File: src/stick_port_consts.vh
// constants for the dual joystick port
`ifndef STICK_PORT_CONSTS_VH
`define STICK_PORT_CONSTS_VH
`define STATUS_OFFSET 16'h0000
`define STATUS_RESET 8'h00
`define BASE_HIGH_INDEX 8'h60
`define BASE_LOW_INDEX 8'h61
`define ACTIVATE_INDEX 8'h30
`define POWER_CTRL_INDEX 8'h22
`define POWER_STICK_BIT 2
`define ACTIVATE_BIT 0
`define ACTIVATE_RESET 1'b0
`define CFG_RDATA_RESET 8'h00
`define BASE_RESET 16'h0000
`define BIT_S1_X 0
`define BIT_S1_Y 1
`define BIT_S2_X 2
`define BIT_S2_Y 3
`define BIT_S1_B1 4
`define BIT_S1_B2 5
`define BIT_S2_B1 6
`define BIT_S2_B2 7
`endif
File: src/dual_joystick_port.v
// dual joystick port: i/o decode, status register, timer discharge, config mirror
//
// Contract
// - one read-only 8-bit status register sits at base plus zero and is 00h after reset.
// - bits 0..3 are x/y timer outputs of stick one then two, bits 4..7 their buttons.
// - a host write to the port stores nothing but discharges all rc timing pins.
// - the discharge happens when the write strobe falls back to idle, not when it rises.
// - a host i/o read at the programmed base raises the read strobe.
// - a host i/o write at the programmed base raises the write strobe.
// - power control bit 2 and the activate bit are one bit seen at two places.
// - while not activated the base address is not decoded at all.
// - the 16-bit base sits in config bytes 60h (high) and 61h (low).
// - after the discharge each axis bit is high while timing and falls at threshold.
`timescale 1ns/1ps
`default_nettype none
`include "stick_port_consts.vh"
module dual_joystick_port
(
    // clock, reset, enable
    input wire sys_clk,
    input wire sys_rst,
    input wire clk_en,
    // host i/o cycle, strobes active high and may stand for several cycles
    input wire [15:0] io_addr,
    input wire io_read,
    input wire io_write,
    output reg [7:0] io_rdata,
    output wire io_hit,
    // configuration port
    input wire [7:0] cfg_index,
    input wire [7:0] cfg_wdata,
    input wire cfg_write,
    output reg [7:0] cfg_rdata,
    // decoded strobes
    output wire stick_read_strobe,
    output wire stick_write_strobe,
    // joystick pins
    input wire stick_one_x_timer_out,
    input wire stick_one_y_timer_out,
    input wire stick_two_x_timer_out,
    input wire stick_two_y_timer_out,
    input wire stick_one_button_one,
    input wire stick_one_button_two,
    input wire stick_two_button_one,
    input wire stick_two_button_two,
    output reg rc_timing_pins
);
    // configuration bytes and their next values
    reg [15:0] base_reg;
    reg [15:0] base_next;
    reg activate_reg;
    reg activate_next;
    // next values of the two readback bytes
    reg [7:0] rdata_next;
    reg [7:0] cfg_rdata_next;
    // trailing-edge detect of the write strobe
    reg write_held_reg;
    reg write_held_next;
    reg rc_pulse_next;
    // pins before and after the synchroniser
    wire [7:0] pins_raw;
    wire [7:0] pins_sync;
    // host address decode
    wire [16:0] addr_sum;
    wire [15:0] status_addr;
    wire addr_match;
    wire decode;
    // configuration index decode
    wire cfg_hit_high;
    wire cfg_hit_low;
    wire cfg_hit_activate;
    wire cfg_hit_power;

    // pin order matches the status byte layout
    assign pins_raw[`BIT_S1_X] = stick_one_x_timer_out;
    assign pins_raw[`BIT_S1_Y] = stick_one_y_timer_out;
    assign pins_raw[`BIT_S2_X] = stick_two_x_timer_out;
    assign pins_raw[`BIT_S2_Y] = stick_two_y_timer_out;
    assign pins_raw[`BIT_S1_B1] = stick_one_button_one;
    assign pins_raw[`BIT_S1_B2] = stick_one_button_two;
    assign pins_raw[`BIT_S2_B1] = stick_two_button_one;
    assign pins_raw[`BIT_S2_B2] = stick_two_button_two;

    // pins are asynchronous; two flops each before anything reads them
    pin_sync u_sync
    (
        .sys_clk(sys_clk),
        .sys_rst(sys_rst),
        .clk_en(clk_en),
        .pin_in(pins_raw),
        .pin_out(pins_sync)
    );

    // status register address; the sum wraps at 64k on purpose, as host i/o does
    assign addr_sum = {1'b0, base_reg} + {1'b0, `STATUS_OFFSET};
    assign status_addr = addr_sum[15:0];
    assign addr_match = (io_addr == status_addr);

    // nothing decodes while the device is off, not even the read strobe
    assign decode = activate_reg && addr_match;
    // clk_en in the strobes so a frozen cycle is never taken as a host access
    assign stick_read_strobe = decode && io_read && clk_en;
    assign stick_write_strobe = decode && io_write && clk_en;
    assign io_hit = stick_read_strobe | stick_write_strobe;

    // configuration index decode
    assign cfg_hit_high = (cfg_index == `BASE_HIGH_INDEX);
    assign cfg_hit_low = (cfg_index == `BASE_LOW_INDEX);
    assign cfg_hit_activate = (cfg_index == `ACTIVATE_INDEX);
    assign cfg_hit_power = (cfg_index == `POWER_CTRL_INDEX);

    // next config state; activate and power bit share one flop so they never disagree
    always @*
    begin
        base_next = base_reg;
        activate_next = activate_reg;
        if (cfg_write)
        begin
            if (cfg_hit_high)
            begin
                base_next[15:8] = cfg_wdata;
            end
            if (cfg_hit_low)
            begin
                base_next[7:0] = cfg_wdata;
            end
            if (cfg_hit_activate)
            begin
                activate_next = cfg_wdata[`ACTIVATE_BIT];
            end
            if (cfg_hit_power)
            begin
                activate_next = cfg_wdata[`POWER_STICK_BIT];
            end
        end
    end

    // readback includes a write of this cycle, so a written byte reads back at once
    always @*
    begin
        cfg_rdata_next = 8'h00;
        case (cfg_index)
            `BASE_HIGH_INDEX: cfg_rdata_next = base_next[15:8];
            `BASE_LOW_INDEX: cfg_rdata_next = base_next[7:0];
            `ACTIVATE_INDEX: cfg_rdata_next[`ACTIVATE_BIT] = activate_next;
            `POWER_CTRL_INDEX: cfg_rdata_next[`POWER_STICK_BIT] = activate_next;
            default: cfg_rdata_next = 8'h00;
        endcase
    end

    // status byte: fresh sample on a decoded read, held between reads
    always @*
    begin
        rdata_next = io_rdata;
        if (stick_read_strobe)
        begin
            rdata_next = pins_sync;
        end
    end

    // strobe stood last cycle and is gone now: that is the back edge
    // a long write gives a single discharge, at its end, never at its start
    always @*
    begin
        write_held_next = stick_write_strobe;
        rc_pulse_next = write_held_reg && !stick_write_strobe;
    end

    // config flops; clk_en low freezes them with the rest
    always @(posedge sys_clk)
    begin
        if (sys_rst)
        begin
            base_reg <= `BASE_RESET;
            activate_reg <= `ACTIVATE_RESET;
        end
        else if (clk_en)
        begin
            base_reg <= base_next;
            activate_reg <= activate_next;
        end
    end

    // registered config readback, data outputs come from flops
    always @(posedge sys_clk)
    begin
        if (sys_rst)
        begin
            cfg_rdata <= `CFG_RDATA_RESET;
        end
        else if (clk_en)
        begin
            cfg_rdata <= cfg_rdata_next;
        end
    end

    // status register; host writes never reach it
    always @(posedge sys_clk)
    begin
        if (sys_rst)
        begin
            io_rdata <= `STATUS_RESET;
        end
        else if (clk_en)
        begin
            io_rdata <= rdata_next;
        end
    end

    // discharge pulse, one cycle long; write data is dropped
    always @(posedge sys_clk)
    begin
        if (sys_rst)
        begin
            write_held_reg <= 1'b0;
            rc_timing_pins <= 1'b0;
        end
        else if (clk_en)
        begin
            write_held_reg <= write_held_next;
            rc_timing_pins <= rc_pulse_next;
        end
    end
    // the external timers restart off rc_timing_pins; axis bits then fall at threshold
    // limitation: pin changes reach the status byte three cycles late, two in the synchroniser and one in the status flop
endmodule
`default_nettype wire

File: src/pin_sync.v
// two-flop synchroniser bank for the joystick pins
`timescale 1ns/1ps
`default_nettype none
module pin_sync
(
    // clock, reset, enable
    input wire sys_clk,
    input wire sys_rst,
    input wire clk_en,
    // pins
    input wire [7:0] pin_in,
    output wire [7:0] pin_out
);
    reg [7:0] stage1_reg;
    reg [7:0] stage2_reg;
    genvar i;
    // one pair of flops per pin; first stage feeds only the second
    generate
        for (i = 0; i < 8; i = i + 1)
        begin : g_bit
            always @(posedge sys_clk)
            begin
                if (sys_rst)
                begin
                    stage1_reg[i] <= 1'b0;
                    stage2_reg[i] <= 1'b0;
                end
                else if (clk_en)
                begin
                    stage1_reg[i] <= pin_in[i];
                    stage2_reg[i] <= stage1_reg[i];
                end
            end
        end
    endgenerate
    assign pin_out = stage2_reg;
endmodule
`default_nettype wire

File: config.mk
export PLATFORM = sky130hd
export DESIGN_NAME = dual_joystick_port
export DESIGN_NICKNAME = d
export VERILOG_FILES = /design/src/dual_joystick_port.v /design/src/pin_sync.v
export VERILOG_INCLUDE_DIRS = /design/src
export SDC_FILE = /design/constraint.sdc
export NUM_CORES = 1
export LEC_CHECK = 0
export BUFFER_PORTS_ARGS = -buffer_cell sky130_fd_sc_hd__buf_2
export CAP_MARGIN = 20
export CORE_MARGIN = 10
export CORE_UTILIZATION = 52
export DETAILED_ROUTE_END_ITERATION = 10
export PLACE_DENSITY_LB_ADDON = 0.12
export SETUP_SLACK_MARGIN = 0.15
export SYNTH_ARGS = -nofsm -noshare
export SYNTH_HDL_FRONTEND = slang
export SYNTH_HIERARCHICAL = 1
export SYNTH_SLANG_ARGS = --single-unit
File: constraint.sdc
create_clock -name sys_clk -period 1.7 [get_ports sys_clk]
set_input_delay 0.17 -clock sys_clk [delete_from_list [all_inputs] [get_ports sys_clk]]
set_output_delay 0.17 -clock sys_clk [all_outputs]
set_load 0.05 [all_outputs]
==> run metrics <==
CP Max Fanout 2; ordered list of cells on the worst path xor2_2 -> nor4_4 -> and4_1 -> and3_4 -> and2_4 -> buf_8; final worst hold slack 0.08644 ns; cell type of the slowest stage on the worst timing path dfxtp_2; number of max-slew violations in the final report 0; Post-Synthesis Mean Instance Area 9.092 µm²; Total Power Consumption 2.357 mW; CORE AREA 4692 µm²; async set-or-reset flop fraction in the synthesized netlist 0%; Critical path buffers and inverters 1; Crit. End Element output pin; peak supply drop 0.5316 mV; setup repair after global routing missed its margin true; final non-filler cell total 423; launch point of the critical path base_reg[11]; detailed placer's ending HPWL 4956 µm; status finished with violations; global route overflow 0; filler cell count 351; Synth Cell Area 2491 µm²; violations in the final reports setup timing; Initial DRT Pass Iterations 4; library cells used by synthesis 42; wire length of the first global-routing pass 10770 µm; worst reg2reg path startpoint base_reg[11]; drt wl/cell 17.37 µm; Largest register FFs 16; deepest level of the CTS H-tree 2; Setup violations, final 13; maximum number of pins on one net before global-route repair 35; clock root buffer clkbuf_8; insertion delay to the later sink of the worst-skew pair 0.31 ns; fraction of final layout cells with drive strength greater than 1 44.44%; die width 89.22 µm; average via count per standard cell 5.499; Total Wirelength 7348 µm; worst setup path class register to output pin; initial core utilization 53.09%; fraction of post-synthesis cell area in the top cell type by area 40.98%; share of synthesized area occupied by flip-flops and latches 40.98%; Critical Path Start Type register; via count of the first global-routing pass 2369; worst hold path class input port to register; routed vias 2326; beginning of the worst hold path stick_one_x_timer_out; Syn Nets 320; adder-cell area share of the yosys netlist 0%; Total Die Area 7959 µm²; delay of the slowest cell on the worst path 0.34 ns; Clock Pin Slew Worst Setup and Hold Paths 0.10 ns; drt drc 0; height of the chip 89.22 µm; flops & latches, synth 51; worst setup slack before clock tree synthesis -0.2003 ns; top flip-flop cell by instance count after synthesis dfxtp_1; hold violation count in the final report 0; Crit path required time 1.53 ns; maximum operating frequency 486.3 MHz; Worst Max-Slew Pin Slew 0.4116 ns; cell type contributing the most total cell area after synthesis dfxtp_1; placed cells 409; post-layout minimum cycle time 2.056 ns; Power Density 679.0 nW/µm²; setup clock skew after layout 0.006590 ns; Worst Slack Setup Final -0.3562 ns; fraction of the mapped netlist area in compound gates 10.65%; TritonCTS clock tree done; count of maximum capacitance violations 0; share of the cycle needed by the critical path after routing 121.0%; clock buffer count from CTS 5; Site Rows 25; routability cong. 0.7815; number of nets in the layout 414; initial antenna violation count 0; 1st-iter DRT viols 168; input/output buffers 65; Routed Antenna Nets 0; synthesized-area fraction occupied by and/or/nand/nor cells 22.15%; number of ports placed on the die boundary 66; count of antenna diodes in the layout 0; clock sink total 51; largest family of logic cells by synthesized area simple AND/OR/NAND/NOR gates; Area Growth Syn to Fin 39.33%; number of flops mapped to enable cells by yosys 0; global router's overall resource usage 17.08%; warning count from the yosys run 6; CP top delay family simple AND/OR/NAND/NOR gates; arrival time reported for the critical path endpoint 1.89 ns; Area contributors post-synth dfxtp_1 41%, mux2i_1 16%, nor2_1 5.6%; post-synthesis xor/xnor area fraction 4.571%; Post-Syn Instances 274; clock tree buffer depth 2; leakage power of the design 1.537 nW; mux cell area share after synthesis 16.98%; headroom to the max-slew limit 72.56%
## through the flow
stage           TNS, ns  util (%)  cell area (µm²)
6_report         -2.097     73.97             3471
3_5_place_dp     -1.155     65.04             3052
4_1_cts          -1.573     69.68             3269
3_3_place_gp    -0.6477     65.04             3052
5_1_grt          -2.898     73.97             3471
2_1_floorplan  -0.03066         -             2521
## layout by cell type (no fill, tap or decap), types with 4 or more instances in the layout
cell type / instances
buf_4: 34
nor2b_1: 4
nand4_1: 4
o21ai_2: 6
nor2_1: 36
nand2_1: 15
xnor2_1: 5
nand3_2: 7
a21oi_1: 10
dfxtp_2: 10
inv_1: 4
buf_2: 62
clkbuf_8: 5
mux2i_1: 40
a21oi_2: 6
nand3_1: 8
o21ai_0: 10
xor2_1: 5
dfxtp_1: 41
nand2b_1: 8
## power by group
part | internal [mW] | switching (mW) | leakage [nW]
Clock | 0.444 | 0.438 | 0.0548
Sequential | 1.21 | 0.0107 | 0.418
Combinational | 0.112 | 0.140 | 1.06
## synthesized netlist by cell type (4+ instances only)
library cell,n
dfxtp_1,51
a21oi_1,16
clkbuf_1,7
buf_2,5
inv_1,4
nor2_1,37
xor2_1,7
nand2_1,16
o21ai_0,11
nand2b_1,8
nand4_1,4
mux2i_1,40
nor2b_1,5
o21ai_1,8
xnor2_1,6
nand3_1,16
## worst min-delay path, cell delays in order
cell     delay, ns
buf_2         0.07
mux2i_1       0.06
nor2_1        0.07
## cells by family (layout without fill, tap and decap cells)
logic type / Yosys count / count (layout)
and+or+nand+nor: 102 / 102
DFF: 51 / 51
AOI/OAI and AO/OA: 45 / 45
muxes: 42 / 42
buffers and inverters: 21 / 116
xor gates and xnor gates: 13 / 13
## final timing paths
check | cells after the start | slack, ns | end
worst max-delay path | 6 | -0.36 | stick_write_strobe
worst min-delay path | 3 | 0.09 | u_sync/stage1_reg[0]
worst max register to register | 8 | -0.15 | rc_timing_pins
worst min register to register | 2 | 0.46 | cfg_rdata[0]
## repair_timing
action                                  CTS  global route
endpoints found under the hold margin     0             0
gates resized for setup                  18            41
buffers inserted                          4             2
endpoints found under the setup margin   13            13
hold buffers                              0             0
pin swaps                                 9            20
## metal layers
metal	routed length [µm]	share of wire (%)	GRT usage (%)
met5	0	0	0
met4	144	2.0	5.491
met2	3572	49	28.38
met1	3172	43	21.00
met3	459	6.2	4.376
## final cells by class
class                      count  area [µm²]  share of cell area, %
multi-input combinational    202        1555                  44.81
sequential                    51        1033                  29.78
timing repair buffer         104       684.4                  19.72
clock buffer                   5       68.82                  1.983
tap                           54       67.56                  1.947
clock inverter                 3       46.29                  1.334
inverter                       4       15.01                 0.4326
No activity file was read; power rests on OpenSTA's default activity.
